$ cat src/logic/i2cs_pkg.sv
// Purpose: constants, types and decode helpers for the two-wire slave port
// Assumes: byte-wide register port at the printed offsets, 250 MHz system clock
// Notes on behaviour
// - slave 7/10-bit addressing, general call ignored
// - bus lines are only ever pulled low
// - after START shift eight bits on rising clock
// - compare address on eighth falling clock edge
// - match and room: load buffer, full, acknowledge, flag
// - buffer busy: no load, no acknowledge, still flag
// - byte arriving while full sets overflow
// - buffer read clears full; overflow cleared by firmware
// - ten-bit first byte is 11110 A9 A8 0
// - ten-bit address bytes set update request, stretch clock
// - address match records direction and address byte
// - read match: acknowledge then stretch until release
// - transmit loads on buffer write, shifts on falls
// - master no-acknowledge ends transmit, resets status
// - serial flag on ninth falling edge per byte
// - start/stop bits cleared on disable, else updated
// - firmware master mode flags start and stop, not bytes
// - direction bit output pulls line low
// - busy bus with interrupt enabled: flag at stop
// - mode codes select slave width and start/stop flags
// - clock release low stretches, high lets go
// - data/address bit follows last byte kind
package i2cs_pkg;

   // register offsets
   localparam logic [7:0] OFS_INT_CTRL  = 8'h0b;
   localparam logic [7:0] OFS_IRQ_FLAGS = 8'h0c;
   localparam logic [7:0] OFS_SER_BUF   = 8'h13;
   localparam logic [7:0] OFS_SER_CTRL  = 8'h14;
   localparam logic [7:0] OFS_PORTC_DIR = 8'h87;
   localparam logic [7:0] OFS_IRQ_EN    = 8'h8c;
   localparam logic [7:0] OFS_SLV_ADDR  = 8'h93;
   localparam logic [7:0] OFS_SER_STAT  = 8'h94;

   // reset values
   localparam logic [7:0] RST_ZERO      = 8'h00;
   localparam logic [7:0] RST_PORTC_DIR = 8'hff;

   // field positions
   localparam int unsigned CTRL_WCOL  = 7;
   localparam int unsigned CTRL_OVF   = 6;
   localparam int unsigned CTRL_EN    = 5;
   localparam int unsigned CTRL_CKREL = 4;
   localparam int unsigned STAT_SMP   = 7;
   localparam int unsigned STAT_CKE   = 6;
   localparam int unsigned IRQF_SER   = 3;
   localparam int unsigned INTC_GIE   = 7;
   localparam int unsigned INTC_PEIE  = 6;
   localparam int unsigned DIR_SCL    = 3;
   localparam int unsigned DIR_SDA    = 4;
   localparam int unsigned ADR_MSB    = 7;
   localparam int unsigned ADR_LSB    = 1;
   localparam int unsigned RW_BIT     = 0;
   localparam int unsigned TEN_LSB    = 3;

   // mode codes
   localparam logic [3:0] MODE_SLV7     = 4'h6;
   localparam logic [3:0] MODE_SLV10    = 4'h7;
   localparam logic [3:0] MODE_FW_MSTR  = 4'hb;
   localparam logic [3:0] MODE_SLV7_SP  = 4'he;
   localparam logic [3:0] MODE_SLV10_SP = 4'hf;

   // address patterns and bit counts
   localparam logic [4:0] TEN_PREFIX   = 5'h1e;
   localparam logic [6:0] GEN_CALL     = 7'h00;
   localparam logic [3:0] BYTE_BITS    = 4'h8;
   localparam logic [3:0] LAST_TX_FALL = 4'h7;
   localparam logic [3:0] CNT_ZERO     = 4'h0;
   localparam logic [3:0] CNT_ONE      = 4'h1;

   // slave sequencer states
   typedef enum logic [5:0] {
      ST_IDLE  = 6'h01,
      ST_RX    = 6'h02,
      ST_ACK   = 6'h04,
      ST_TXW   = 6'h08,
      ST_TX    = 6'h10,
      ST_TXACK = 6'h20
   } i2cs_state_e;

   // the two bus lines as one bundle
   typedef struct packed {
      logic scl;
      logic sda;
   } i2cs_line_s;

   // any of the five two-wire modes
   function automatic logic i2cs_mode_ok(input logic [3:0] m);
      return (m == MODE_SLV7) || (m == MODE_SLV10) || (m == MODE_FW_MSTR) ||
             (m == MODE_SLV7_SP) || (m == MODE_SLV10_SP);
   endfunction : i2cs_mode_ok

   // slave logic active
   function automatic logic i2cs_mode_slave(input logic [3:0] m);
      return i2cs_mode_ok(m) && (m != MODE_FW_MSTR);
   endfunction : i2cs_mode_slave

   // ten-bit addressing
   function automatic logic i2cs_mode_ten(input logic [3:0] m);
      return (m == MODE_SLV10) || (m == MODE_SLV10_SP);
   endfunction : i2cs_mode_ten

   // start/stop conditions raise the serial flag
   function automatic logic i2cs_mode_sp(input logic [3:0] m);
      return (m == MODE_FW_MSTR) || (m == MODE_SLV7_SP) || (m == MODE_SLV10_SP);
   endfunction : i2cs_mode_sp

endpackage : i2cs_pkg

$ cat src/logic/i2cs_top.sv
// Purpose: two-wire serial port slave with start/stop detection for firmware master use
// Assumes: bus lines sampled by clk, external pull-ups, single-cycle register strobes
// Notes: slave stretches the clock line only after the ninth clock, never mid-byte
//
// Chosen here: strobed register access.
`timescale 1ns/10ps
`default_nettype none

module i2cs_top (
   // clock and reset
   input  wire logic               clk,
   input  wire logic               rst_n,
   // register port
   input  wire logic [7:0]         reg_addr,
   input  wire logic [7:0]         reg_wdata,
   input  wire logic               reg_wr,
   input  wire logic               reg_rd,
   output logic      [7:0]         reg_rdata,
   // bus lines, open drain
   input  wire i2cs_pkg::i2cs_line_s line_in,
   output i2cs_pkg::i2cs_line_s      line_out,
   output i2cs_pkg::i2cs_line_s      line_oe_n,
   // processor interrupt
   output logic                    irq
);

   i2cs_pkg::i2cs_state_e st_r;
   logic [2:0] scl_s_r, sda_s_r;
   logic       scl_lvl_r, sda_lvl_r;
   logic [7:0] intc_r, flags_r, pie_r, dir_r, addr_r, buf_r, sr_r, rdata_r;
   logic [3:0] mode_r, cnt_r;
   logic       smp_r, cke_r, en_r, wcol_r, ov_r, ckp_r;
   logic       bf_r, ua_r, rw_r, da_r, s_r, p_r;
   logic       is_addr_r, ten_lo_r, ten_done_r, ack_r, tx_next_r, ua_pend_r, mack_r;
   logic       scl_oe_n_r, sda_oe_n_r, irq_r;
   logic       scl_agree, sda_agree, scl_rise, scl_fall, sda_rise, sda_fall;
   logic       start_ev, stop_ev, port_on, slave_on, ten_mode, sp_mode;
   logic       byte_end, hit, take, nak_hit, miss, ack_fall, txack_fall, tx_done;
   logic       wr_buf, rd_buf, wr_addr, sda_low, scl_hold;

   // three-stage line synchronisers; first stage feeds only the second
   always_ff @(posedge clk or negedge rst_n) begin
      if (!rst_n) begin
         scl_s_r <= 3'h7;
         sda_s_r <= 3'h7;
      end else begin
         scl_s_r <= {scl_s_r[1:0], line_in.scl};
         sda_s_r <= {sda_s_r[1:0], line_in.sda};
      end
   end

   // a change counts once stages two and three agree
   assign scl_agree = scl_s_r[1] == scl_s_r[2];
   assign sda_agree = sda_s_r[1] == sda_s_r[2];
   assign scl_rise  = scl_agree && scl_s_r[2] && !scl_lvl_r;
   assign scl_fall  = scl_agree && !scl_s_r[2] && scl_lvl_r;
   assign sda_rise  = sda_agree && sda_s_r[2] && !sda_lvl_r;
   assign sda_fall  = sda_agree && !sda_s_r[2] && sda_lvl_r;

   // filtered line levels
   always_ff @(posedge clk or negedge rst_n) begin
      if (!rst_n) begin
         scl_lvl_r <= 1'b1;
         sda_lvl_r <= 1'b1;
      end else begin
         scl_lvl_r <= scl_agree ? scl_s_r[2] : scl_lvl_r;
         sda_lvl_r <= sda_agree ? sda_s_r[2] : sda_lvl_r;
      end
   end

   // mode decode and bus conditions
   assign port_on  = en_r && i2cs_pkg::i2cs_mode_ok(mode_r);
   assign slave_on = en_r && i2cs_pkg::i2cs_mode_slave(mode_r);
   assign ten_mode = i2cs_pkg::i2cs_mode_ten(mode_r);
   assign sp_mode  = i2cs_pkg::i2cs_mode_sp(mode_r);
   assign start_ev = port_on && sda_fall && scl_lvl_r;
   assign stop_ev  = port_on && sda_rise && scl_lvl_r;

   // register strobes with side effects
   assign wr_buf  = reg_wr && (reg_addr == i2cs_pkg::OFS_SER_BUF);
   assign rd_buf  = reg_rd && (reg_addr == i2cs_pkg::OFS_SER_BUF);
   assign wr_addr = reg_wr && (reg_addr == i2cs_pkg::OFS_SLV_ADDR);

   // address compare at the end of the eighth clock
   always_comb begin
      logic hit7;
      hit7     = 1'b0;
      byte_end = (st_r == i2cs_pkg::ST_RX) && scl_fall && (cnt_r == i2cs_pkg::BYTE_BITS);
      hit7     = (sr_r[i2cs_pkg::ADR_MSB:i2cs_pkg::ADR_LSB] == addr_r[i2cs_pkg::ADR_MSB:i2cs_pkg::ADR_LSB]) &&
                 (sr_r[i2cs_pkg::ADR_MSB:i2cs_pkg::ADR_LSB] != i2cs_pkg::GEN_CALL);
      if (!is_addr_r) begin
         hit = 1'b1;
      end else if (ten_mode && ten_lo_r) begin
         hit = sr_r == addr_r;
      end else if (ten_mode) begin
         hit = hit7 && (sr_r[i2cs_pkg::ADR_MSB:i2cs_pkg::TEN_LSB] == i2cs_pkg::TEN_PREFIX) &&
               (!sr_r[i2cs_pkg::RW_BIT] || ten_done_r);
      end else begin
         hit = hit7;
      end
      take    = byte_end && hit && !bf_r && !ov_r;
      nak_hit = byte_end && hit && (bf_r || ov_r);
      miss    = byte_end && !hit;
   end

   assign ack_fall   = (st_r == i2cs_pkg::ST_ACK) && scl_fall;
   assign txack_fall = (st_r == i2cs_pkg::ST_TXACK) && scl_fall;
   assign tx_done    = (st_r == i2cs_pkg::ST_TX) && scl_fall && (cnt_r == i2cs_pkg::LAST_TX_FALL);

   // slave sequencer, shift register and bit counter
   always_ff @(posedge clk or negedge rst_n) begin
      if (!rst_n) begin
         st_r       <= i2cs_pkg::ST_IDLE;
         sr_r       <= i2cs_pkg::RST_ZERO;
         cnt_r      <= i2cs_pkg::CNT_ZERO;
         is_addr_r  <= 1'b0;
         ten_lo_r   <= 1'b0;
         ten_done_r <= 1'b0;
         ack_r      <= 1'b0;
         tx_next_r  <= 1'b0;
         ua_pend_r  <= 1'b0;
         mack_r     <= 1'b0;
      end else if (!slave_on) begin
         st_r       <= i2cs_pkg::ST_IDLE;
         ten_lo_r   <= 1'b0;
         ten_done_r <= 1'b0;
      end else if (start_ev) begin
         st_r      <= i2cs_pkg::ST_RX;
         cnt_r     <= i2cs_pkg::CNT_ZERO;
         is_addr_r <= 1'b1;
         ten_lo_r  <= 1'b0;
      end else if (stop_ev) begin
         st_r       <= i2cs_pkg::ST_IDLE;
         ten_done_r <= 1'b0;
      end else begin
         case (st_r)
            i2cs_pkg::ST_RX: begin
               if (scl_rise && (cnt_r != i2cs_pkg::BYTE_BITS)) begin
                  sr_r  <= {sr_r[6:0], sda_lvl_r};
                  cnt_r <= cnt_r + i2cs_pkg::CNT_ONE;
               end else if (miss) begin
                  st_r <= i2cs_pkg::ST_IDLE;
               end else if (byte_end) begin
                  st_r      <= i2cs_pkg::ST_ACK;
                  cnt_r     <= i2cs_pkg::CNT_ZERO;
                  ack_r     <= take;
                  ua_pend_r <= take && is_addr_r && ten_mode && (ten_lo_r || !sr_r[i2cs_pkg::RW_BIT]);
                  tx_next_r <= take && is_addr_r && !ten_lo_r && sr_r[i2cs_pkg::RW_BIT];
                  is_addr_r <= take && is_addr_r && ten_mode && !ten_lo_r && !sr_r[i2cs_pkg::RW_BIT];
                  ten_lo_r  <= take && is_addr_r && ten_mode && !ten_lo_r && !sr_r[i2cs_pkg::RW_BIT];
                  if (take && is_addr_r && ten_mode && ten_lo_r) begin
                     ten_done_r <= 1'b1;
                  end
               end
            end
            i2cs_pkg::ST_ACK: begin
               if (scl_fall) begin
                  st_r <= (tx_next_r && ack_r) ? i2cs_pkg::ST_TXW : i2cs_pkg::ST_RX;
               end
            end
            i2cs_pkg::ST_TXW: begin
               if (wr_buf) begin
                  sr_r <= reg_wdata;
               end
               if (ckp_r) begin
                  st_r  <= i2cs_pkg::ST_TX;
                  cnt_r <= i2cs_pkg::CNT_ZERO;
               end
            end
            i2cs_pkg::ST_TX: begin
               if (scl_fall) begin
                  sr_r  <= {sr_r[6:0], 1'b0};
                  cnt_r <= cnt_r + i2cs_pkg::CNT_ONE;
                  if (tx_done) begin
                     st_r <= i2cs_pkg::ST_TXACK;
                  end
               end
            end
            i2cs_pkg::ST_TXACK: begin
               if (scl_rise) begin
                  mack_r <= !sda_lvl_r;
               end else if (scl_fall) begin
                  st_r <= mack_r ? i2cs_pkg::ST_TXW : i2cs_pkg::ST_IDLE;
               end
            end
            default: begin
               st_r <= st_r;
            end
         endcase
      end
   end

   // software-owned configuration registers
   always_ff @(posedge clk or negedge rst_n) begin
      if (!rst_n) begin
         intc_r <= i2cs_pkg::RST_ZERO;
         pie_r  <= i2cs_pkg::RST_ZERO;
         dir_r  <= i2cs_pkg::RST_PORTC_DIR;
         addr_r <= i2cs_pkg::RST_ZERO;
         mode_r <= i2cs_pkg::RST_ZERO[3:0];
         en_r   <= 1'b0;
         smp_r  <= 1'b0;
         cke_r  <= 1'b0;
      end else if (reg_wr) begin
         if (reg_addr == i2cs_pkg::OFS_INT_CTRL) begin
            intc_r <= reg_wdata;
         end else if (reg_addr == i2cs_pkg::OFS_IRQ_EN) begin
            pie_r <= reg_wdata;
         end else if (reg_addr == i2cs_pkg::OFS_PORTC_DIR) begin
            dir_r <= reg_wdata;
         end else if (reg_addr == i2cs_pkg::OFS_SLV_ADDR) begin
            addr_r <= reg_wdata;
         end else if (reg_addr == i2cs_pkg::OFS_SER_CTRL) begin
            mode_r <= reg_wdata[3:0];
            en_r   <= reg_wdata[i2cs_pkg::CTRL_EN];
         end else if (reg_addr == i2cs_pkg::OFS_SER_STAT) begin
            smp_r <= reg_wdata[i2cs_pkg::STAT_SMP];
            cke_r <= reg_wdata[i2cs_pkg::STAT_CKE];
         end
      end
   end

   // receive/transmit buffer; a busy buffer keeps its old byte
   always_ff @(posedge clk or negedge rst_n) begin
      if (!rst_n) begin
         buf_r <= i2cs_pkg::RST_ZERO;
      end else if (take) begin
         buf_r <= sr_r;
      end else if (wr_buf && (st_r != i2cs_pkg::ST_TX)) begin
         buf_r <= reg_wdata;
      end
   end

   // flags that hardware sets and software clears; a set always wins
   always_ff @(posedge clk or negedge rst_n) begin
      if (!rst_n) begin
         flags_r <= i2cs_pkg::RST_ZERO;
         ov_r    <= 1'b0;
         wcol_r  <= 1'b0;
         ua_r    <= 1'b0;
         bf_r    <= 1'b0;
      end else begin
         if (reg_wr && (reg_addr == i2cs_pkg::OFS_IRQ_FLAGS)) begin
            flags_r <= reg_wdata;
         end
         if (ack_fall || txack_fall || (sp_mode && (start_ev || stop_ev))) begin
            flags_r[i2cs_pkg::IRQF_SER] <= 1'b1;
         end
         if (reg_wr && (reg_addr == i2cs_pkg::OFS_SER_CTRL)) begin
            ov_r   <= reg_wdata[i2cs_pkg::CTRL_OVF];
            wcol_r <= reg_wdata[i2cs_pkg::CTRL_WCOL];
         end
         if (nak_hit && bf_r) begin
            ov_r <= 1'b1;
         end
         if (wr_buf && (st_r == i2cs_pkg::ST_TX)) begin
            wcol_r <= 1'b1;
         end
         if (wr_addr) begin
            ua_r <= 1'b0;
         end
         if (ack_fall && ua_pend_r) begin
            ua_r <= 1'b1;
         end
         if (rd_buf || tx_done || !slave_on || (txack_fall && !mack_r)) begin
            bf_r <= 1'b0;
         end
         if (take || (wr_buf && (st_r == i2cs_pkg::ST_TXW))) begin
            bf_r <= 1'b1;
         end
      end
   end

   // clock release, direction, data/address and start/stop status
   always_ff @(posedge clk or negedge rst_n) begin
      if (!rst_n) begin
         ckp_r <= 1'b0;
         rw_r  <= 1'b0;
         da_r  <= 1'b0;
         s_r   <= 1'b0;
         p_r   <= 1'b0;
      end else begin
         if (reg_wr && (reg_addr == i2cs_pkg::OFS_SER_CTRL)) begin
            ckp_r <= reg_wdata[i2cs_pkg::CTRL_CKREL];
         end else if ((ack_fall && tx_next_r && ack_r) || (txack_fall && mack_r)) begin
            ckp_r <= 1'b0;
         end
         if (take && is_addr_r && !ten_lo_r) begin
            rw_r <= sr_r[i2cs_pkg::RW_BIT];
         end else if ((txack_fall && !mack_r) || !slave_on) begin
            rw_r <= 1'b0;
         end
         if (take) begin
            da_r <= !is_addr_r;
         end else if (tx_done) begin
            da_r <= 1'b1;
         end else if ((txack_fall && !mack_r) || !slave_on) begin
            da_r <= 1'b0;
         end
         if (!port_on) begin
            s_r <= 1'b0;
            p_r <= 1'b0;
         end else if (start_ev) begin
            s_r <= 1'b1;
            p_r <= 1'b0;
         end else if (stop_ev) begin
            s_r <= 1'b0;
            p_r <= 1'b1;
         end
      end
   end

   // line drive: only ever low, so the pins stay open drain
   assign sda_low  = ((st_r == i2cs_pkg::ST_ACK) && ack_r) ||
                     ((st_r == i2cs_pkg::ST_TX) && !sr_r[7]);
   assign scl_hold = slave_on && (ua_r || ((st_r == i2cs_pkg::ST_TXW) && !ckp_r));

   // registered pin enables and interrupt
   always_ff @(posedge clk or negedge rst_n) begin
      if (!rst_n) begin
         scl_oe_n_r <= 1'b1;
         sda_oe_n_r <= 1'b1;
         irq_r      <= 1'b0;
      end else begin
         scl_oe_n_r <= dir_r[i2cs_pkg::DIR_SCL] && !scl_hold;
         sda_oe_n_r <= dir_r[i2cs_pkg::DIR_SDA] && !sda_low;
         irq_r      <= intc_r[i2cs_pkg::INTC_GIE] && intc_r[i2cs_pkg::INTC_PEIE] &&
                       pie_r[i2cs_pkg::IRQF_SER] && flags_r[i2cs_pkg::IRQF_SER];
      end
   end

   // read data stands the cycle after the strobe; unmapped reads give zero
   always_ff @(posedge clk or negedge rst_n) begin
      if (!rst_n) begin
         rdata_r <= i2cs_pkg::RST_ZERO;
      end else if (!reg_rd) begin
         rdata_r <= i2cs_pkg::RST_ZERO;
      end else if (reg_addr == i2cs_pkg::OFS_INT_CTRL) begin
         rdata_r <= intc_r;
      end else if (reg_addr == i2cs_pkg::OFS_IRQ_FLAGS) begin
         rdata_r <= flags_r;
      end else if (reg_addr == i2cs_pkg::OFS_SER_BUF) begin
         rdata_r <= buf_r;
      end else if (reg_addr == i2cs_pkg::OFS_SER_CTRL) begin
         rdata_r <= {wcol_r, ov_r, en_r, ckp_r, mode_r};
      end else if (reg_addr == i2cs_pkg::OFS_PORTC_DIR) begin
         rdata_r <= dir_r;
      end else if (reg_addr == i2cs_pkg::OFS_IRQ_EN) begin
         rdata_r <= pie_r;
      end else if (reg_addr == i2cs_pkg::OFS_SLV_ADDR) begin
         rdata_r <= addr_r;
      end else if (reg_addr == i2cs_pkg::OFS_SER_STAT) begin
         rdata_r <= {smp_r, cke_r, da_r, p_r, s_r, rw_r, ua_r, bf_r};
      end else begin
         rdata_r <= i2cs_pkg::RST_ZERO;
      end
   end

   assign reg_rdata     = rdata_r;
   assign line_out.scl  = 1'b0;
   assign line_out.sda  = 1'b0;
   assign line_oe_n.scl = scl_oe_n_r;
   assign line_oe_n.sda = sda_oe_n_r;
   assign irq           = irq_r;
endmodule : i2cs_top

`default_nettype wire

$ cat config.mk
export PLATFORM = sky130hd
export DESIGN_NAME = i2cs_top
export DESIGN_NICKNAME = d
export VERILOG_FILES = /design/src/logic/i2cs_pkg.sv /design/src/logic/i2cs_top.sv
export SDC_FILE = /design/constraint.sdc
export NUM_CORES = 1
export LEC_CHECK = 0
export BUFFER_PORTS_ARGS = -buffer_cell sky130_fd_sc_hd__buf_4
export CORE_MARGIN = 2
export CORE_UTILIZATION = 55
export DETAILED_ROUTE_END_ITERATION = 10
export PLACE_DENSITY = 0.77
export SLEW_MARGIN = 20
export SYNTH_ARGS = -nofsm -noshare
export SYNTH_HDL_FRONTEND = slang
export SYNTH_SLANG_ARGS = --single-unit
$ cat constraint.sdc
create_clock -name clk -period 2.2 [get_ports clk]
set_input_delay 0.44 -clock clk [delete_from_list [all_inputs] [get_ports clk]]
set_output_delay 0.44 -clock clk [all_outputs]
set_load 0.02 [all_outputs]
==> results of run 1 <==
## sequential cells by signal (all words and copies together), names as in the netlist, 3 cells and up
| register | cells |
|---|---|
| addr_r | 8 |
| buf_r | 8 |
| dir_r | 8 |
| flags_r | 8 |
| intc_r | 8 |
| pie_r | 8 |
| reg_rdata | 8 |
| sr_r | 8 |
| st_r | 6 |
| cnt_r | 4 |
| mode_r | 4 |
| scl_s_r | 3 |
| sda_s_r | 3 |
## stage by stage
step           setup WS, ps  hold slack [ps]  area (um2)
6_report               23.3             13.7        6640
5_1_grt               -66.8             32.6        6640
4_1_cts                9.96             36.7        6410
3_5_place_dp           6.81              350        6170
3_3_place_gp           71.4              348        6170
2_1_floorplan          82.9              144        5600
## placed cells by master (no fill, tap or decap), types with 6 or more instances in the layout
cell | Yosys | routed
mux2i_1 | 19 | 19
o221ai_1 | 7 | 7
a31oi_1 | 6 | 6
buf_4 | 5 | 76
nand2_1 | 29 | 28
nand3_1 | 19 | 18
o21ai_0 | 24 | 23
a22oi_1 | 9 | 9
dfrtp_1 | 89 | 87
nand4_1 | 6 | 6
clkbuf_8 | 0 | 9
mux2_2 | 48 | 43
o22a_1 | 6 | 6
and3_1 | 6 | 6
inv_1 | 16 | 16
a21oi_1 | 38 | 36
nor2_1 | 43 | 41
a221oi_1 | 7 | 7
dfstp_2 | 19 | 19
## how the worst min path moves through the flow
| stage | to | slack [ps] | cells after the start |
|---|---|---|---|
| 2_1_floorplan | ack_r | 140 | 0 |
| 3_3_place_gp | sda_s_r[1] | 350 | 0 |
| 3_5_place_dp | scl_s_r[1] | 350 | 0 |
| 4_1_cts | cnt_r[0] | 40 | 1 |
| 5_1_grt | cnt_r[0] | 30 | 1 |
| 6_report | cnt_r[0] | 10 | 1 |
## kinds of logic after synthesis
family	count (synthesis)	share of synthesized area (%)
AND/OR/NAND/NOR	155	15.4
AO/OA/AOI/OAI	132	16.1
flip-flops	108	48.7
multiplexers	67	13.1
buffers and inverters	44	3.78
XOR/XNOR	10	1.56
adder cells (fa/ha/maj)	6	1.34
other	1	0.0670
## layer usage
layer	track usage, %	vias to the layer above	part of all wire [%]
met2	42.3	300	45
li1	-	2063	-
met5	0	-	0
met3	6.67	63	9.8
met4	9.71	0	4.3
met1	40.7	2313	41
## worst max-delay path: cells and delay by family, from the launching register on
family          cells  cell delay [ps]
compound gates      3              700
flops               1              560
mux                 1              340
simple gates        2              260
fa+ha+maj           1              120
buf+inv             1              100
## area by class of cell
cell class | count | area, um2
clock inverter | 7 | 103
timing repair buffer | 81 | 644
fill | 767 | 3180
tap | 133 | 166
inverter | 16 | 60.1
sequential | 108 | 2730
multi-input combinational | 372 | 2820
clock buffer | 9 | 124
## what timing repair did
item | in CTS | in global routing
setup buffers | 1 | 9
pin swaps | 0 | 6
endpoints found under the setup margin | 3 | 24
gates cloned | 0 | 1
gates resized for setup | 1 | 37
## report_power, final
part           internal (W)  switching, W  leakage, nW  total [W]
sequential          0.00207     0.0000556         1.38    0.00212
combinational      0.000118      0.000168         1.50   0.000286
clock              0.000570      0.000786        0.114    0.00136
==> results.sh, run 1 <==
export IMPL_outcome="complete, no violations"
export IMPL_placedCellCount=699
export IMPL_routed_wl_mm=15.6
export IMPL_arrival_ps=2450
export IMPL_hold_buffers=0
export IMPL_first_global_vias=4570
export IMPL_max_stage_delay_ps=560
export IMPL_cts_inserted_buffers=9
export IMPL_postSynthRegisterBits=108
export IMPL_hold_viol_final=0
export IMPL_utilization_pct=67.7
export IMPL_finalSetupViolCount=0
export IMPL_antenna_found_initial=0
export IMPL_start_util_pct=57.0
export IMPL_clk_insertion_delay_late_ps=380
export IMPL_r2r_end="st_r[5]"
export IMPL_critPathLaunch="sda_s_r[1]"
export IMPL_period_minus_slack_ps=2180
export IMPL_die_y_um=105
export IMPL_syn_mean_instance_area_um2=10.7
export IMPL_ys_types=75
export IMPL_max_cap_violations=0
export IMPL_dp_hpwl_mm=11.0
export IMPL_track_usage_pct=28.3
export IMPL_vias=4739
export IMPL_finalCritPeriodShare_pct=98.9
export IMPL_nNetsFinal=616
export IMPL_crit_end="st_r[5]"
export IMPL_drc=0
export IMPL_cp_data_required_time_ps=2480
export IMPL_dieWidth_um=105
export IMPL_wl_per_cell_um=21.5
export IMPL_syn_inst=523
export IMPL_synth_edf_count=0
export IMPL_yosys_warnings=0
export IMPL_ys_flop_type="dfrtp_1"
export IMPL_total_power_w=0.00376
export IMPL_finalSetupTns_ps=0
export IMPL_areaGrowthSynthToFinish_pct=18.7
export IMPL_cts_tree="yes"
export IMPL_overflow=0
export IMPL_slew_headroom_pct=64.6
export IMPL_crit_type="register to register"
export IMPL_drive_above_1_share_pct=34.4
export IMPL_via_per_inst=6.53
export IMPL_cpMaxStageDelayCell="dfstp_2"
export IMPL_clock_sinks=108
export IMPL_end_kind="register"
export IMPL_holdCritPathClass="input pin to async pin"
export IMPL_path_clk_slew_ps=110
export IMPL_synth_largest_area_cell="dfrtp_1"
export IMPL_power_density_nw_per_um2=567
export IMPL_leakage_nw=3.00
export IMPL_cts_root_buf="clkbuf_8"
export IMPL_fin_cells=726
export IMPL_path_cells="buf_6 -> ha_4 -> nand3b_1 -> a211o_1 -> nand2_2 -> a2bb2oi_2 -> o221ai_4 -> mux2_4"
export IMPL_drt_pre_antenna_iters=5
export IMPL_crit_path_start_kind="register"
export IMPL_clockBufferDepth=2
export IMPL_rsz0062_at_grt="yes"
export IMPL_io_pins=35
export IMPL_gp_congestion=0.975
export IMPL_grt_max_degree=47
export IMPL_fmax_mhz=459
export IMPL_antenna_cells=0
export IMPL_critPathMaxFanout=6
export IMPL_ir_drop_mv=0.388
export IMPL_ys_async_sr_fraction_pct=100
export IMPL_dieArea_um2=11000
export IMPL_synth_common_cells="89 x dfrtp_1, 48 x mux2_2, 43 x nor2_1"
export IMPL_synthMostInstantiatedCell="dfrtp_1"
export IMPL_synth_area_top_cells="dfrtp_1 40%, mux2_2 9.7%, dfstp_2 8.9%"
export IMPL_tightest_slew_ps=531
export IMPL_r2r_cells=8
export IMPL_r2r_start="sda_s_r[1]"
export IMPL_coreArea_um2=9820
export IMPL_cts_max_level=3
export IMPL_drt_iter0_markers=502
export IMPL_finalClockSkew_ps=13.3
export IMPL_num_rows=36
export IMPL_yosysSeqAreaShare_pct=48.7
export IMPL_final_max_slew_violation_count=0
export IMPL_grt_pass1_wl_mm=24.4
export IMPL_yosys_area_top_type_share_pct=39.8
export IMPL_r2r_setup_slack_ps=20
export IMPL_ant_nets=0
export IMPL_netlist_area_um2=5600
export IMPL_io_buffers=32
(Power assumes the default switching activity.)
==> inputs of run 2 (changes only) <==
--- a/config.mk
+++ b/config.mk
@@ -5,11 +5,12 @@
 export SDC_FILE = /design/constraint.sdc
 export NUM_CORES = 1
 export LEC_CHECK = 0
+export ABC_AREA = 1
 export BUFFER_PORTS_ARGS = -buffer_cell sky130_fd_sc_hd__buf_4
 export CORE_MARGIN = 2
-export CORE_UTILIZATION = 55
+export CORE_UTILIZATION = 59
 export DETAILED_ROUTE_END_ITERATION = 10
-export PLACE_DENSITY = 0.77
+export PLACE_DENSITY = 0.79
 export SLEW_MARGIN = 20
 export SYNTH_ARGS = -nofsm -noshare
 export SYNTH_HDL_FRONTEND = slang
==> constraint.sdc (replaced) <==
create_clock -name clk -period 2.1 [get_ports clk]
set_input_delay 0.42 -clock clk [delete_from_list [all_inputs] [get_ports clk]]
set_output_delay 0.42 -clock clk [all_outputs]
set_load 0.02 [all_outputs]
==> results.sh, run 2 <==
export IMPL_fmax_mhz=521
export IMPL_holdCritPathClass="input pin to register"
export IMPL_overflow=0
export IMPL_vias=5243
export IMPL_synth_common_cells="223 x nand2_1, 92 x inv_1, 89 x dfrtp_1"
export IMPL_clockBufferDepth=2
export IMPL_period_minus_slack_ps=1920
export IMPL_start_util_pct=60.1
export IMPL_fin_cells=945
export IMPL_grt_max_degree=46
export IMPL_ant_nets=0
export IMPL_path_clk_slew_ps=90
export IMPL_crit_path_start_kind="register"
export IMPL_grt_use_met3_pct=6.45
export IMPL_synthMostInstantiatedCell="nand2_1"
export IMPL_ir_drop_mv=0.575
export IMPL_yosys_warnings=0
export IMPL_wl_per_cell_um=16.3
export IMPL_cp_data_required_time_ps=2420
export IMPL_top_usage_layer="met2"
export IMPL_grtUsageMet2_pct=51.2
export IMPL_ys_async_sr_fraction_pct=100
export IMPL_cts_root_buf="clkbuf_8"
export IMPL_total_power_w=0.00396
export IMPL_max_cap_violations=0
export IMPL_cts_tree="yes"
export IMPL_dp_hpwl_mm=11.7
export IMPL_end_kind="register"
export IMPL_io_pins=35
export IMPL_yosys_area_top_type_share_pct=38.3
export IMPL_finalSetupViolCount=0
export IMPL_nNetsFinal=835
export IMPL_placedCellCount=927
export IMPL_drive_above_1_share_pct=16.9
export IMPL_arrival_ps=2240
export IMPL_antenna_found_initial=0
export IMPL_grt_pass1_wl_mm=24.7
export IMPL_final_cell_mix="223 x nand2_1, 91 x inv_1, 88 x dfrtp_1"
export IMPL_syn_mean_instance_area_um2=7.65
export IMPL_rsz0062_at_grt="no"
export IMPL_gp_congestion=0.966
export IMPL_postSynthRegisterBits=108
export IMPL_final_max_slew_violation_count=0
export IMPL_cp_buffers_inverters=2
export IMPL_clk_insertion_delay_late_ps=400
export IMPL_path_cells="inv_1 -> ha_1 -> nand3_1 -> inv_1 -> nor2_4 -> nand3_1 -> or2_1 -> nand2_4 -> nand2_1 -> o21ai_1"
export IMPL_track_usage_pct=31.0
export IMPL_cts_inserted_buffers=9
export IMPL_cts_max_level=3
export IMPL_ys_flop_type="dfrtp_1"
export IMPL_dieWidth_um=103
export IMPL_synth_area_top_cells="dfrtp_1 38%, nand2_1 14%, dfstp_2 8.6%"
export IMPL_slew_headroom_pct=67.2
export IMPL_tightest_slew_ps=489
export IMPL_yosysSeqAreaShare_pct=46.9
export IMPL_hold_viol_final=0
export IMPL_ys_types=39
export IMPL_io_buffers=32
export IMPL_power_density_nw_per_um2=605
export IMPL_finalSetupTns_ps=0
export IMPL_drt_pre_antenna_iters=7
export IMPL_num_rows=36
export IMPL_max_stage_delay_ps=560
export IMPL_routed_wl_mm=15.4
export IMPL_coreArea_um2=9680
export IMPL_clock_sinks=108
export IMPL_cpMaxStageDelayCell="dfstp_2"
export IMPL_crit_type="register to register"
export IMPL_via_per_inst=5.55
export IMPL_use_met1_pct=40.5
export IMPL_areaGrowthSynthToFinish_pct=12.6
export IMPL_drc=0
export IMPL_nFillCells=810
export IMPL_finalClockSkew_ps=21.5
export IMPL_outcome="complete, no violations"
export IMPL_dieArea_um2=10700
export IMPL_antenna_cells=0
export IMPL_final_common_cell="nand2_1"
export IMPL_syn_inst=761
export IMPL_leakage_nw=3.12
export IMPL_die_y_um=103
export IMPL_finalCritPeriodShare_pct=91.4
export IMPL_critPathMaxFanout=10
export IMPL_synth_largest_area_cell="dfrtp_1"
export IMPL_netlist_area_um2=5820
export IMPL_critPathTopFamily="simple AND/OR/NAND/NOR gates"
export IMPL_first_global_vias=4841
export IMPL_synth_edf_count=0
export IMPL_drt_iter0_markers=348
==> run 2: cell types whose count changed after synthesis, sizes merged, moves of 12 or more <==
cell	change
nand2	+200
inv	+88
o21ai	+69
mux2	-48
nand3	+30
mux2i	-18
a21oi	-16
nor2	+12
==> run 2: area by class of cell <==
| class | count | area (um2) | area share (%) |
|---|---|---|---|
| Clock inverter | 4 | 72.6 | 1.11 |
| Timing Repair Buffer | 54 | 433 | 6.61 |
| Clock buffer | 12 | 155 | 2.37 |
| Multi-Input combinational cell | 530 | 2610 | 39.8 |
| Tap cell | 133 | 166 | 2.54 |
| Inverter | 104 | 390 | 5.96 |
| Sequential cell | 108 | 2730 | 41.6 |
==> run 2: cells by family after synthesis <==
logic type / after synthesis / share of synthesized area [%]
AO/OA/AOI/OAI: 140 / 13.1
XOR/XNOR: 5 / 0.752
adder cells (fa/ha/maj): 6 / 1.29
buffers and inverters: 124 / 8.84
flip-flops: 108 / 46.9
multiplexers: 1 / 0.172
other: 1 / 0.0644
AND/OR/NAND/NOR: 376 / 28.9
==> run 2: per-layer routing <==
metal / vias to the layer above / wire length (um) / part of all wire, %
met5: - / 0 / 0
met4: 0 / 511 / 3.3
met3: 37 / 1020 / 6.6
met2: 189 / 7500 / 49
met1: 2472 / 6370 / 41
li1: 2545 / - / -
==> run 2: timing repair <==
action	CTS	global route
setup endpoints to repair	0	33
hold endpoints to repair	13	0
hold buffers	1	0
setup buffers	0	1
resized for setup	0	9
==> run 2: stage by stage <==
stage	worst slack (ps)	area, um2	hold slack (ps)	util (%)
2_1_floorplan	344	5820	124	-
3_5_place_dp	45.3	6280	359	64.9
5_1_grt	1.14	6550	120	67.7
3_3_place_gp	82.3	6280	352	64.9
6_report	180	6550	138	67.7
4_1_cts	42.2	6520	125	67.3
==> run 2: final timing paths <==
kind / startpoint / endpoint / slack [ps] / cells after the start
min reg2reg: sda_s_r[0] / sda_s_r[1] / 370 / 0
max: sda_s_r[1] / st_r[3] / 180 / 10
min: line_in[1] / scl_s_r[0] / 140 / 1
max in group asynchronous: rst_n / dir_r[6] / 930 / 3
max reg2reg: sda_s_r[1] / st_r[3] / 180 / 10
min in group asynchronous: rst_n / ov_r / 530 / 2
==> run 2: report_power, final <==
| part | internal [W] | leakage [nW] | switching, W |
|---|---|---|---|
| combinational | 0.000103 | 1.63 | 0.000189 |
| clock | 0.000736 | 0.113 | 0.000705 |
| sequential | 0.00217 | 1.38 | 0.0000622 |
==> inputs of run 3 (changes only) <==
--- a/config.mk
+++ b/config.mk
@@ -11,6 +11,7 @@
 export CORE_UTILIZATION = 59
 export DETAILED_ROUTE_END_ITERATION = 10
 export PLACE_DENSITY = 0.79
+export RECOVER_POWER = 100
 export SLEW_MARGIN = 20
 export SYNTH_ARGS = -nofsm -noshare
 export SYNTH_HDL_FRONTEND = slang
==> results.sh, run 3 (synthesis results as in run 2) <==
export IMPL_outcome="complete, no violations"
export IMPL_routed_wl_mm=15.4
export IMPL_clk_insertion_delay_late_ps=400
export IMPL_max_cap_violations=0
export IMPL_dpl_instance_area_um2=6280
export IMPL_cts_tree="yes"
export IMPL_nFillCells=844
export IMPL_final_max_slew_violation_count=0
export IMPL_io_buffers=32
export IMPL_dieWidth_um=103
export IMPL_gp_congestion=0.966
export IMPL_drc=0
export IMPL_antenna_cells=0
export IMPL_crit_path_start_kind="register"
export IMPL_total_power_w=0.00395
export IMPL_dp_hpwl_mm=11.7
export IMPL_hold_end="sda_s_r[0]"
export IMPL_finalSetupViolCount=0
export IMPL_top_usage_layer="met2"
export IMPL_wl_per_cell_um=16.3
export IMPL_p_seq_share_pct=56.4
export IMPL_setup_ws_ps=146
export IMPL_finalCritPeriodShare_pct=93.0
export IMPL_first_global_vias=4841
export IMPL_clockBufferDepth=2
export IMPL_use_met1_pct=40.5
export IMPL_r2r_setup_slack_ps=150
export IMPL_slew_headroom_pct=40.2
export IMPL_ir_drop_mv=0.577
export IMPL_vias=5252
export IMPL_max_stage_delay_ps=560
export IMPL_leakage_nw=3.04
export IMPL_r2r_end="cnt_r[1]"
export IMPL_drive_above_1_share_pct=13.7
export IMPL_critPathTopFamily="compound AO/OA/AOI/OAI gates"
export IMPL_comb_power_share_pct=7.0
export IMPL_cp_num_cells=7
export IMPL_cts_root_buf="clkbuf_8"
export IMPL_internal_power_w=0.00300
export IMPL_p_clk_share_pct=36.6
export IMPL_cts_max_level=3
export IMPL_path_clk_slew_ps=110
export IMPL_fin_cells=945
export IMPL_grt_pass1_wl_mm=24.7
export IMPL_die_y_um=103
export IMPL_nNetsFinal=835
export IMPL_areaGrowthSynthToFinish_pct=10.4
export IMPL_grt_max_degree=46
export IMPL_grtUsageMet2_pct=51.2
export IMPL_coreArea_um2=9680
export IMPL_utilization_pct=66.4
export IMPL_path_cells="nor2_1 -> nand4_1 -> buf_4 -> inv_1 -> a211oi_1 -> nand2_1 -> o21ai_0"
export IMPL_placedCellCount=927
export IMPL_crit_type="register to register"
export IMPL_track_usage_pct=31.0
export IMPL_cp_data_required_time_ps=2410
export IMPL_drt_iter0_markers=310
export IMPL_final_common_cell="nand2_1"
export IMPL_stdcell_area_um2=6430
export IMPL_cts_inserted_buffers=9
export IMPL_r2r_start="st_r[0]"
export IMPL_arrival_ps=2260
export IMPL_drt_pre_antenna_iters=5
export IMPL_critPathLaunch="st_r[0]"
export IMPL_cp_buffers_inverters=2
export IMPL_grt_use_met3_pct=6.45
export IMPL_num_rows=36
export IMPL_fmax_mhz=512
export IMPL_pre_cts_slack_ps=45.3
export IMPL_holdCritStartpoint="line_in[0]"
export IMPL_p_sw_w=0.000953
export IMPL_period_minus_slack_ps=1950
export IMPL_io_pins=35
export IMPL_cpMaxStageDelayCell="dfstp_1"
export IMPL_worst_hold_path_num_cells=1
export IMPL_end_kind="register"
export IMPL_dieArea_um2=10700
export IMPL_start_util_pct=60.1
export IMPL_switching_share_pct=24.1
export IMPL_r2r_cells=7
export IMPL_via_per_inst=5.56
export IMPL_hold_viol_final=0
export IMPL_antenna_found_initial=0
export IMPL_power_density_nw_per_um2=615
export IMPL_clock_sinks=108
export IMPL_tightest_slew_ps=896
export IMPL_critPathMaxFanout=17
export IMPL_ant_nets=0
export IMPL_finalClockSkew_ps=22.7
export IMPL_overflow=0
export IMPL_holdCritPathClass="input pin to register"
export IMPL_final_cell_mix="225 x nand2_1, 92 x inv_1, 88 x dfrtp_1"
[run 3: changes by cell type in the layout (fill, tap and decap cells not counted), moves of 2 or more]
cell,previous run,this run
dfstp_2,19,17
clkbuf_1,1,17
nor4_4,2,0
nand2_1,223,225
o21ai_0,55,74
clkbuf_4,0,4
buf_4,51,31
o21ai_1,39,20
nor3_1,6,8
nand2_2,8,6
dfstp_1,0,2
[run 3: worst max path at each step]
stage	endpoint	slack (ps)
4_1_cts	st_r[3]	40
3_5_place_dp	st_r[3]	50
5_1_grt	cnt_r[0]	-8
2_1_floorplan	st_r[5]	340
3_3_place_gp	st_r[5]	80
6_report	cnt_r[1]	150
[run 3: power groups by stage]
stage	logic [W]	registers, W	clock network (W)
6_report	0.000275	0.00223	0.00145
3_3_place_gp	0.000279	0.00226	0
2_1_floorplan	0.000150	0.00224	0
5_1_grt	0.000313	0.00224	0.00153
3_5_place_dp	0.000290	0.00227	0
4_1_cts	0.000293	0.00223	0.00146
[run 3: what timing repair did]
action	in CTS	in global routing
hold buffers	1	0
setup buffers	0	1
setup endpoints to repair	0	33
endpoints found under the hold margin	13	0
resized for setup	0	9
[run 3: area by class of cell]
class	instances	area, um2	share of cell area (%)
repair buffers	54	358	5.57
clock buffers	12	155	2.41
flip-flops and latches	108	2730	42.4
well taps	133	166	2.59
clock inverters	4	72.6	1.13
inverters	104	390	6.07
multi-input cells	530	2560	39.8
[run 3: routing by layer]
metal	vias to the layer above	routed length, um
met2	236	7470
met3	39	1090
li1	2539	-
met5	-	0
met1	2438	6350
met4	0	524
[run 3: through the flow]
stage / TNS (ps) / hold slack (ps)
after detailed placement: 0 / 359
after floorplan: 0 / 124
after global placement: 0 / 352
final: 0 / 143
after global routing: -15.1 / 128
after CTS: 0 / 125
[run 3: worst register-to-register path, stage by stage, from the launching register on]
cell      delay (ps)
dfstp_1          560
nor2_1            80
nand4_1          190
buf_4            270
inv_1            110
a211oi_1         400
nand2_1           90
o21ai_0          170
